[config.mk]
export PLATFORM = sky130hd
export DESIGN_NAME = rsc_switch_ctrl
export DESIGN_NICKNAME = d
export VERILOG_FILES = /design/src/hdl/rsc_pkg.sv /design/src/hdl/rsc_switch_ctrl.sv
export SDC_FILE = /design/constraint.sdc
export NUM_CORES = 1
export LEC_CHECK = 0
export BUFFER_PORTS_ARGS = -buffer_cell sky130_fd_sc_hd__buf_2
export CORE_MARGIN = 2
export CORE_UTILIZATION = 40
export CTS_BUF_LIST = sky130_fd_sc_hd__clkbuf_4 sky130_fd_sc_hd__clkbuf_8
export CTS_CLUSTER_DIAMETER = 120
export DETAILED_ROUTE_END_ITERATION = 16
export HOLD_SLACK_MARGIN = 0.05
export SLEW_MARGIN = 10
export SYNTH_ARGS = -nofsm -noshare
export SYNTH_HDL_FRONTEND = slang
export SYNTH_SLANG_ARGS = --single-unit
export TNS_END_PERCENT = 1
[constraint.sdc]
create_clock -name mclk -period 4.5 [get_ports mclk]
set_input_delay 0.9 -clock mclk [delete_from_list [all_inputs] [get_ports mclk]]
set_output_delay 0.9 -clock mclk [all_outputs]
set_load 0.005 [all_outputs]
[src/hdl/rsc_pkg.sv]
package rsc_pkg;
    // Register byte offsets on the AXI4-Lite slave
    localparam logic [7:0] RSC_ADDR_CTRL = 8'h00;
    localparam logic [7:0] RSC_ADDR_STATUS = 8'h04;
    localparam logic [7:0] RSC_ADDR_STRAP = 8'h08;
    // Control register fields
    localparam int RSC_CTRL_SEL_BIT = 0;
    localparam int RSC_CTRL_SRC_BIT = 1;
    localparam int RSC_CTRL_MAN_BIT = 2;
    localparam int RSC_CTRL_W = 3;
    localparam logic [RSC_CTRL_W-1:0] RSC_CTRL_RST = 3'h0;
    // Status register layout is rsc_status_t in the low bits
    localparam int RSC_STATUS_W = 6;
    // Strap register carries only the low 13 bits of each strap frequency
    localparam int RSC_KHZ_W = 19;
    // AXI responses
    localparam logic [1:0] RSC_RESP_OKAY = 2'h0;
    localparam logic [1:0] RSC_RESP_SLVERR = 2'h2;
    // Qualification timing, counted in phase-detector cycles
    localparam int RSC_PFD_KHZ = 66670;
    localparam int RSC_FAIL_HOLD_PFD = 128;
    localparam int RSC_HOLD_W = $clog2(RSC_FAIL_HOLD_PFD);
    localparam logic [RSC_HOLD_W-1:0] RSC_HOLD_LAST = 7'h7F;
    localparam int RSC_PH_WIN = 8;
    localparam int RSC_PH_BAD_MAX = 5;
    localparam logic [RSC_PH_WIN-1:0] RSC_PH_CLEAN = 8'h00;
    // Frequency deviation thresholds in tenths of a percent
    localparam logic [7:0] RSC_FQ_QUAL_TENTHS = 8'h18;
    localparam logic [7:0] RSC_FQ_DISQ_TENTHS = 8'h50;
    // Amplitude fault filter, least time rounded up to clock cycles
    localparam int RSC_CLK_MHZ = 100;
    localparam int RSC_AMP_MIN_NS = 50;
    localparam int RSC_AMP_MAX_NS = 300;
    localparam int RSC_AMP_CYC = (RSC_AMP_MIN_NS * RSC_CLK_MHZ + 999) / 1000;
    localparam logic [2:0] RSC_AMP_CYC_V = 3'(RSC_AMP_CYC);
    // Four-level strap encodings and their frequencies in kHz
    localparam logic [1:0] RSC_STRAP_GND = 2'h0;
    localparam logic [1:0] RSC_STRAP_VCC = 2'h1;
    localparam logic [1:0] RSC_STRAP_OPEN = 2'h2;
    localparam logic [1:0] RSC_STRAP_RES = 2'h3;
    localparam logic [RSC_KHZ_W-1:0] RSC_F_GND = 19'h1046E;
    localparam logic [RSC_KHZ_W-1:0] RSC_F_VCC = 19'h208D2;
    localparam logic [RSC_KHZ_W-1:0] RSC_F_OPEN = 19'h411AE;
    localparam logic [RSC_KHZ_W-1:0] RSC_F_RES = 19'h51612;

    typedef struct packed {
        logic amp_ok;
        logic phase_err;
        logic [7:0] freq_dev;
    } rsc_ref_in_t;

    typedef struct packed {
        logic holdover;
        logic busy_n;
        logic lock_n;
        logic active;
        logic [1:0] fail_n;
    } rsc_status_t;

    typedef enum logic [1:0] {RSC_RUN, RSC_SWITCH, RSC_HOLD} rsc_state_t;
endpackage

[src/hdl/rsc_switch_ctrl.sv]
`timescale 1ns/1ps
// Behaviour
// Auto: active fails, go to valid other
// Switching-activity low until phase realigned
// Lock stays reported during normal switchover
// Failure flag held, re-evaluated every 128 cycles
// Target drops mid-switch: holdover, then resume
// Stay on secondary while it stays valid
// Choice transition switches if different and valid
// Other side holds choice level two cycles
// Other side checks flag, retoggles if needed
// Both references invalid: enter holdover, keep monitoring
// Leave holdover to choice or single valid
// Manual: active flag follows the choice input
// Manual switch ignores validity, flags still update
// Failure flag combines amplitude, frequency, phase
// Idle reference judged by amplitude, frequency only
// Amplitude fault reported within 50 to 300ns
// Phase disqualify on more than 5 of 8
// Phase qualify after 8 clean cycles
// Phase check only on driving reference
// Frequency hysteresis between 2.4% and 8%
// Input divider strap selects input frequency
// Group A strap selects group A frequency
// Holdover: active flag low, activity high
// Bypass strap forces manual behaviour
// Reset: flags high, active 0, indicators high
// All qualification timed by phase-detector cycles; the amplitude filter counts mclk cycles instead
// Choice and mode inputs synchronised, edges compared
module rsc_switch_ctrl
    import rsc_pkg::*;
#(
    parameter int REALIGN_PFD = 64,
    parameter int ADDR_W = 8
) (
    input wire logic mclk,
    input wire logic sys_rst,
    input wire logic clk_en,
    input wire logic pfd_tick,
    input wire rsc_ref_in_t [1:0] ref_in,
    input wire logic ref_choice_pin,
    input wire logic switch_policy_pin,
    input wire logic bypass_pin,
    input wire logic [1:0] input_div_strap,
    input wire logic [1:0] group_a_div_strap,
    output logic ref_a_fail_n,
    output logic ref_b_fail_n,
    output logic active_ref,
    output logic busy_n,
    output logic lock_n,
    output logic [RSC_KHZ_W-1:0] ref_freq_khz,
    output logic [RSC_KHZ_W-1:0] group_a_freq_khz,
    input wire logic [ADDR_W-1:0] s_axi_awaddr,
    input wire logic s_axi_awvalid,
    output logic s_axi_awready,
    input wire logic [31:0] s_axi_wdata,
    input wire logic [3:0] s_axi_wstrb,
    input wire logic s_axi_wvalid,
    output logic s_axi_wready,
    output logic [1:0] s_axi_bresp,
    output logic s_axi_bvalid,
    input wire logic s_axi_bready,
    input wire logic [ADDR_W-1:0] s_axi_araddr,
    input wire logic s_axi_arvalid,
    output logic s_axi_arready,
    output logic [31:0] s_axi_rdata,
    output logic [1:0] s_axi_rresp,
    output logic s_axi_rvalid,
    input wire logic s_axi_rready
);
    localparam int RA_W = $clog2(REALIGN_PFD + 1);
    localparam logic [RA_W-1:0] REALIGN_LAST = RA_W'(REALIGN_PFD - 1);

    function automatic logic [RSC_KHZ_W-1:0] strap_khz(input logic [1:0] s);
        unique case (s)
            RSC_STRAP_GND: strap_khz = RSC_F_GND;
            RSC_STRAP_VCC: strap_khz = RSC_F_VCC;
            RSC_STRAP_OPEN: strap_khz = RSC_F_OPEN;
            RSC_STRAP_RES: strap_khz = RSC_F_RES;
        endcase
    endfunction

    // Pin synchronisers and choice edge detection
    logic [2:0] pin_s1_q, pin_s2_q;
    logic choice_prev_q;
    logic [RSC_CTRL_W-1:0] ctrl_q;
    wire choice = ctrl_q[RSC_CTRL_SRC_BIT] ? ctrl_q[RSC_CTRL_SEL_BIT] : pin_s2_q[0];
    wire bypass = pin_s2_q[2];
    wire manual = pin_s2_q[1] | bypass | ctrl_q[RSC_CTRL_MAN_BIT];
    wire choice_edge = choice != choice_prev_q;
    always_ff @(posedge mclk or posedge sys_rst) begin
        if (sys_rst) begin
            pin_s1_q <= 3'h0;
            pin_s2_q <= 3'h0;
            choice_prev_q <= 1'b0;
        end else if (clk_en) begin
            pin_s1_q <= {bypass_pin, switch_policy_pin, ref_choice_pin};
            pin_s2_q <= pin_s1_q;
            choice_prev_q <= choice;
        end
    end

    // Per-reference qualification
    rsc_state_t st_q, st_d;
    logic act_q, act_d;
    logic [1:0] fail_n_q, freq_ok_q, phase_ok_q, amp_good;
    logic [RSC_PH_WIN-1:0] ph_hist_q [2];
    logic [RSC_HOLD_W-1:0] hold_cnt_q [2];
    logic [3:0] ph_bad [2];
    wire driving_valid = st_q != RSC_HOLD;
    genvar g;
    generate
        for (g = 0; g < 2; g++) begin : g_ref
            logic [2:0] amp_cnt_q;
            wire drives = driving_valid && act_q == 1'(g) && !bypass;
            wire [7:0] dev = ref_in[g].freq_dev;
            wire raw_ok = amp_good[g] & freq_ok_q[g] & (drives ? phase_ok_q[g] : 1'b1);
            wire hold_done = pfd_tick && hold_cnt_q[g] == RSC_HOLD_LAST;
            assign amp_good[g] = amp_cnt_q != RSC_AMP_CYC_V;
            assign ph_bad[g] = 4'($countones(ph_hist_q[g]));
            always_ff @(posedge mclk or posedge sys_rst) begin
                if (sys_rst) begin
                    amp_cnt_q <= 3'h0;
                    freq_ok_q[g] <= 1'b0;
                    phase_ok_q[g] <= 1'b1;
                    ph_hist_q[g] <= RSC_PH_CLEAN;
                    fail_n_q[g] <= 1'b1;
                    hold_cnt_q[g] <= '0;
                end else if (clk_en) begin
                    // Short faults below the filter length are glitches, not failures
                    if (ref_in[g].amp_ok) begin
                        amp_cnt_q <= 3'h0;
                    end else if (amp_good[g]) begin
                        amp_cnt_q <= amp_cnt_q + 3'h1;
                    end
                    if (freq_ok_q[g] && dev > RSC_FQ_DISQ_TENTHS) begin
                        freq_ok_q[g] <= 1'b0;
                    end else if (!freq_ok_q[g] && dev <= RSC_FQ_QUAL_TENTHS) begin
                        freq_ok_q[g] <= 1'b1;
                    end
                    if (pfd_tick && drives) begin
                        ph_hist_q[g] <= {ph_hist_q[g][RSC_PH_WIN-2:0], ref_in[g].phase_err};
                        if (ph_bad[g] > 4'(RSC_PH_BAD_MAX)) begin
                            phase_ok_q[g] <= 1'b0;
                        end else if (ph_hist_q[g] == RSC_PH_CLEAN) begin
                            phase_ok_q[g] <= 1'b1;
                        end
                    end
                    if (fail_n_q[g] && !raw_ok) begin
                        fail_n_q[g] <= 1'b0;
                        hold_cnt_q[g] <= '0;
                    end else if (!fail_n_q[g] && pfd_tick) begin
                        hold_cnt_q[g] <= hold_cnt_q[g] + 1'b1;
                        if (hold_done) begin
                            fail_n_q[g] <= raw_ok;
                        end
                    end
                end
            end
        end
    endgenerate

    // Switch controller
    logic [RA_W-1:0] ra_cnt_q;
    wire oth = ~act_q;
    wire act_ok = fail_n_q[act_q];
    wire oth_ok = fail_n_q[oth];
    wire choice_ok = fail_n_q[choice];
    wire realign_done = pfd_tick && ra_cnt_q == REALIGN_LAST;
    always_comb begin
        st_d = st_q;
        act_d = act_q;
        unique case (st_q)
            RSC_RUN: begin
                if (manual) begin
                    if (choice != act_q) begin
                        st_d = RSC_SWITCH;
                        act_d = choice;
                    end
                end else if (!act_ok) begin
                    if (oth_ok) begin
                        st_d = RSC_SWITCH;
                        act_d = oth;
                    end else begin
                        st_d = RSC_HOLD;
                    end
                end else if (choice_edge && choice != act_q && choice_ok) begin
                    st_d = RSC_SWITCH;
                    act_d = choice;
                end
            end
            RSC_SWITCH: begin
                if (!manual && !act_ok) begin
                    st_d = RSC_HOLD;
                end else if (realign_done) begin
                    st_d = RSC_RUN;
                end
            end
            RSC_HOLD: begin
                if (manual) begin
                    st_d = RSC_RUN;
                    act_d = choice;
                end else if (fail_n_q == 2'b11) begin
                    st_d = RSC_RUN;
                    act_d = choice;
                end else if (fail_n_q != 2'b00) begin
                    st_d = RSC_RUN;
                    act_d = fail_n_q[1];
                end
            end
        endcase
    end

    wire lock_n_d = st_d == RSC_HOLD || (st_d == RSC_RUN && !fail_n_q[act_d]);
    always_ff @(posedge mclk or posedge sys_rst) begin
        if (sys_rst) begin
            st_q <= RSC_RUN;
            act_q <= 1'b0;
            ra_cnt_q <= '0;
            active_ref <= 1'b0;
            busy_n <= 1'b1;
            lock_n <= 1'b1;
        end else if (clk_en) begin
            st_q <= st_d;
            act_q <= act_d;
            ra_cnt_q <= (st_d != RSC_SWITCH || st_q != RSC_SWITCH) ? '0 :
                        pfd_tick ? ra_cnt_q + 1'b1 : ra_cnt_q;
            active_ref <= st_d == RSC_HOLD ? 1'b0 : act_d;
            busy_n <= st_d != RSC_SWITCH;
            lock_n <= lock_n_d;
        end
    end
    assign ref_a_fail_n = fail_n_q[0];
    assign ref_b_fail_n = fail_n_q[1];

    // Straps are sampled every enabled cycle, reset or not
    always_ff @(posedge mclk) begin
        if (clk_en) begin
            ref_freq_khz <= strap_khz(input_div_strap);
            group_a_freq_khz <= strap_khz(group_a_div_strap);
        end
    end

    // AXI4-Lite slave
    logic aw_got_q, w_got_q;
    logic [ADDR_W-1:0] awaddr_q;
    logic [31:0] wdata_q;
    logic wstrb0_q;
    rsc_status_t status;
    assign status = '{holdover: st_q == RSC_HOLD, busy_n: busy_n, lock_n: lock_n,
                      active: active_ref, fail_n: fail_n_q};
    wire aw_take = s_axi_awvalid && s_axi_awready;
    wire w_take = s_axi_wvalid && s_axi_wready;
    wire wr_go = aw_got_q && w_got_q && !s_axi_bvalid;
    wire wr_ctrl = awaddr_q == RSC_ADDR_CTRL;
    wire wr_ro = awaddr_q == RSC_ADDR_STATUS || awaddr_q == RSC_ADDR_STRAP;
    wire ar_take = s_axi_arvalid && s_axi_arready;
    wire rd_ctrl = s_axi_araddr == RSC_ADDR_CTRL;
    wire rd_stat = s_axi_araddr == RSC_ADDR_STATUS;
    wire rd_strap = s_axi_araddr == RSC_ADDR_STRAP;
    wire [31:0] rd_val = rd_ctrl ? {{(32-RSC_CTRL_W){1'b0}}, ctrl_q} :
                         rd_stat ? {{(32-RSC_STATUS_W){1'b0}}, status} :
                         rd_strap ? {6'h00, group_a_freq_khz[12:0], ref_freq_khz[12:0]} :
                         32'h0000_0000;
    always_ff @(posedge mclk or posedge sys_rst) begin
        if (sys_rst) begin
            aw_got_q <= 1'b0;
            w_got_q <= 1'b0;
            awaddr_q <= '0;
            wdata_q <= 32'h0000_0000;
            wstrb0_q <= 1'b0;
            ctrl_q <= RSC_CTRL_RST;
            s_axi_awready <= 1'b1;
            s_axi_wready <= 1'b1;
            s_axi_bvalid <= 1'b0;
            s_axi_bresp <= RSC_RESP_OKAY;
            s_axi_arready <= 1'b1;
            s_axi_rvalid <= 1'b0;
            s_axi_rdata <= 32'h0000_0000;
            s_axi_rresp <= RSC_RESP_OKAY;
        end else if (clk_en) begin
            if (aw_take) begin
                aw_got_q <= 1'b1;
                awaddr_q <= s_axi_awaddr;
                s_axi_awready <= 1'b0;
            end
            if (w_take) begin
                w_got_q <= 1'b1;
                wdata_q <= s_axi_wdata;
                wstrb0_q <= s_axi_wstrb[0];
                s_axi_wready <= 1'b0;
            end
            if (wr_go) begin
                if (wr_ctrl && wstrb0_q) begin
                    ctrl_q <= wdata_q[RSC_CTRL_W-1:0];
                end
                s_axi_bresp <= (wr_ctrl || wr_ro) ? RSC_RESP_OKAY : RSC_RESP_SLVERR;
                s_axi_bvalid <= 1'b1;
                aw_got_q <= 1'b0;
                w_got_q <= 1'b0;
            end
            if (s_axi_bvalid && s_axi_bready) begin
                s_axi_bvalid <= 1'b0;
                s_axi_awready <= 1'b1;
                s_axi_wready <= 1'b1;
            end
            if (ar_take) begin
                s_axi_arready <= 1'b0;
                s_axi_rvalid <= 1'b1;
                s_axi_rdata <= rd_val;
                s_axi_rresp <= (rd_ctrl || rd_stat || rd_strap) ? RSC_RESP_OKAY : RSC_RESP_SLVERR;
            end else if (s_axi_rvalid && s_axi_rready) begin
                s_axi_rvalid <= 1'b0;
                s_axi_arready <= 1'b1;
            end
        end
    end
endmodule

==> flow_metrics.py <==
metrics = {
    "worst_setup_path": {
        "startpoint_type": "flop",
        "cp_max_fo": 3,
        "cp.required_ns": 4.87,
        "cp.arrival_ns": 3.39,
        "crit_slowest_cell": "fa_1",
        "max_stage_delay_ns": 0.51,
        "cp_common_cell": "fa_1",
        "worstSetupPathType": "flop to flop",
        "end_kind": "flop",
        "ff2ff_path_depth": 12,
        "rr_startpoint": "ph_hist_q[1]$_DFFE_PP0P_",
        "regToRegSetupSlack_ns": 1.48,
        "r2r-end": "phase_ok_q[1]$_DFFE_PP1P_",
        "cp_cell_sequence": "inv_1, fa_1, fa_1, fa_1, inv_1, ha_1, inv_1, fa_1, xor2_1, nor2_1, a21oi_1, o22a_1",
    },
    "global_routing": {
        "track_usage": 0.164,
        "grt_first_pass_wirelength_um": 21800,
        "grt_max_degree": 43,
        "antenna_found_initial": 0,
        "grt-ovfl-total": 0,
        "grt_pass1_vias": 4651,
    },
    "timing": {
        "fin_skew_ns": 0.00783,
        "timing.fmax_mhz": 331,
        "worst_slew_pin_slew_ns": 0.654,
        "tns_ns": 0,
        "final-hold-violation-count": 0,
        "maxSlewViolCount": 0,
        "fin_ws_ns": 1.48,
        "setup_violations": 0,
        "slew_headroom": 0.563,
        "fin_crit_sh": 0.671,
        "hold_slack_ns": 0.473,
        "rsz0062_at_grt": "false",
        "final.min_clock_period_ns": 3.02,
    },
    "routing": {
        "drtIter0Drc": 218,
        "first_pass_iters": 5,
        "antenna_left": 0,
        "num_vias": 4653,
        "routedWlPerCell_um": 14.3,
        "drt-total-wl_um": 13400,
        "vias_per_cell": 4.97,
        "drc": 0,
    },
    "hold_path": {
        "hp-class": "flop to flop",
        "hp-start": "s_axi_rdata[3]$_DFFE_PP0P_",
        "holdPathStages": 2,
        "whs_endpoint": "s_axi_rdata[3]$_DFFE_PP0P_",
    },
    "clock_tree": {
        "cts.reportedPaths.clkPinSlew_ns": 0.08,
        "cts_setup_buffers": 0,
        "ctsResizeCount": 0,
        "cts.path.max_buffers": 2,
        "postCtsHoldBufs": 0,
        "cts-root-buf": "clkbuf_8",
        "cts.sinks": 127,
        "h-tree-depth": 4,
        "clkLatencyLatePin_ns": 0.44,
        "cts_made_buffers": 17,
        "cts_tree": "built",
    },
    "die": {
        "die_area_um2": 17000,
        "ios": 172,
        "start_util": 0.406,
        "core_area_um2": 15700,
        "die_w_um": 130,
        "die_y_um": 130,
        "fp-row-count": 46,
    },
    "run_status": {
        "outcome": "finished clean",
    },
    "power": {
        "power_density_nw_per_um2": 484,
        "cellLeakagePower_nw": 3.58,
        "vdd_ir_drop_max_v": 0.000313,
    },
    "logic_synthesis": {
        "async_flop_share": 0.858,
        "synthDistinctLibCells": 60,
        "synth_area_um2": 6380,
        "synth.ff_latch_count": 127,
        "synth_warnings": 0,
        "synth_flop_cell": "dfrtp_1",
        "avgSynthCellArea_um2": 10.8,
        "yosysSeqAreaShare": 0.514,
        "synth_edf_count": 18,
        "syn_inst": 592,
    },
    "finish": {
        "layout_commonest_cell": "buf_2",
        "fillerInstances": 1493,
        "mostFrequentLayoutCells": "buf_2 (120), dfrtp_1 (100), nand2_1 (57)",
        "nets": 832,
        "num_antenna_cells": 0,
        "stdcell_count": 937,
        "area_delta_synth_final_pct": 17.2,
        "final_layout_size_suffix_gt1_frac": 0.288,
        "utilization": 0.476,
    },
    "placement": {
        "port_buffers": 120,
        "dp_cells": 905,
        "gp_congestion": 0.812,
        "dp_slack_ns": 1.48,
        "dp.final_hpwl_um": 9990,
    },
    "job": {
        "drv_cap": 0,
    },
}
## kinds of logic after synthesis
kind of cell	synth area share
simple gates	0.120
compound gates	0.135
flops	0.514
buf+inv	0.0753
fa+ha+maj	0.0800
mux	0.0559
xor+xnor	0.0192
other cells	0.00118
## sequential cells by signal, indices dropped and copies added (netlist names), 2 cells and up
register and cells:
freq_ok_q 2, awaddr_q 8, phase_ok_q 2, hold_cnt_q 14, ref_freq_khz 9, ra_cnt_q 7, ph_hist_q 16, group_a_freq_khz 9
g_ref.amp_cnt_q 6, st_q 2, ctrl_q 3, s_axi_rdata 23, pin_s1_q 3, pin_s2_q 3, wdata_q 3
## layer usage
| layer | part of all wire | GRT usage | routed length (µm) |
|---|---|---|---|
| met5 | 0 | 0 | 0 |
| met4 | 0.013 | 0.0651 | 180 |
| met3 | 0.044 | 0.0414 | 586 |
| met2 | 0.49 | 0.261 | 6520 |
| met1 | 0.46 | 0.215 | 6110 |
## cells in the mapped netlist, types with 9 or more instances
cell type,n,share of area
ha_1,28,0.055
buf_4,31,0.036
mux2_2,23,0.041
xor2_1,12,0.016
dfrtp_1,100,0.39
nand2_1,57,0.034
a22o_1,19,0.026
o21ai_0,32,0.025
inv_1,48,0.028
nor2_1,40,0.024
edfxtp_1,18,0.085
nand3_1,11,0.0086
a21oi_1,26,0.020
dfstp_2,9,0.037
clkbuf_1,11,0.0065
## power by group
group	internal [W]	switching, W
clock	0.000499	0.000474
sequential	0.00141	0.000184
combinational	0.000483	0.000567
## worst max-delay path: cells and delay by family (launching register included)
family,cells,cell delay [ns]
xor gates and xnor gates,1,0.15
adders and majority gates,5,1.89
DFF,1,0.38
AOI/OAI and AO/OA,2,0.22
and+or+nand+nor,1,0.08
buffers and inverters,3,0.24
## area by class of cell
cell class,count,area [µm²],share of cell area
clock buffers,17,234,0.0313
flip-flops and latches,127,3280,0.439
multi-input cells,386,2690,0.360
inverters,49,186,0.0249
repair buffers,127,653,0.0874
well taps,216,270,0.0362
clock inverters,15,161,0.0216
## how the worst max path moves through the flow
stage / slack [ns] / startpoint / end
after floorplan: 0.74 / sys_rst / act_q$_DFFE_PP0P_
after CTS: 1.46 / ph_hist_q[1]$_DFFE_PP0P_ / phase_ok_q[1]$_DFFE_PP1P_
after global routing: 1.25 / ph_hist_q[0]$_DFFE_PP0P_ / phase_ok_q[1]$_DFFE_PP1P_
final: 1.48 / ph_hist_q[1]$_DFFE_PP0P_ / phase_ok_q[1]$_DFFE_PP1P_
after global placement: 1.52 / ph_hist_q[1]$_DFFE_PP0P_ / phase_ok_q[1]$_DFFE_PP1P_
after detailed placement: 1.48 / ph_hist_q[1]$_DFFE_PP0P_ / phase_ok_q[1]$_DFFE_PP1P_
## stage by stage
stage          instance area [µm²]  power (W)
2_1_floorplan                 6440    0.00239
3_3_place_gp                  7080    0.00262
3_5_place_dp                  7080    0.00268
4_1_cts                       7480    0.00368
5_1_grt                       7480    0.00392
6_report                      7480    0.00362
Power figures use the tool's default switching activity.
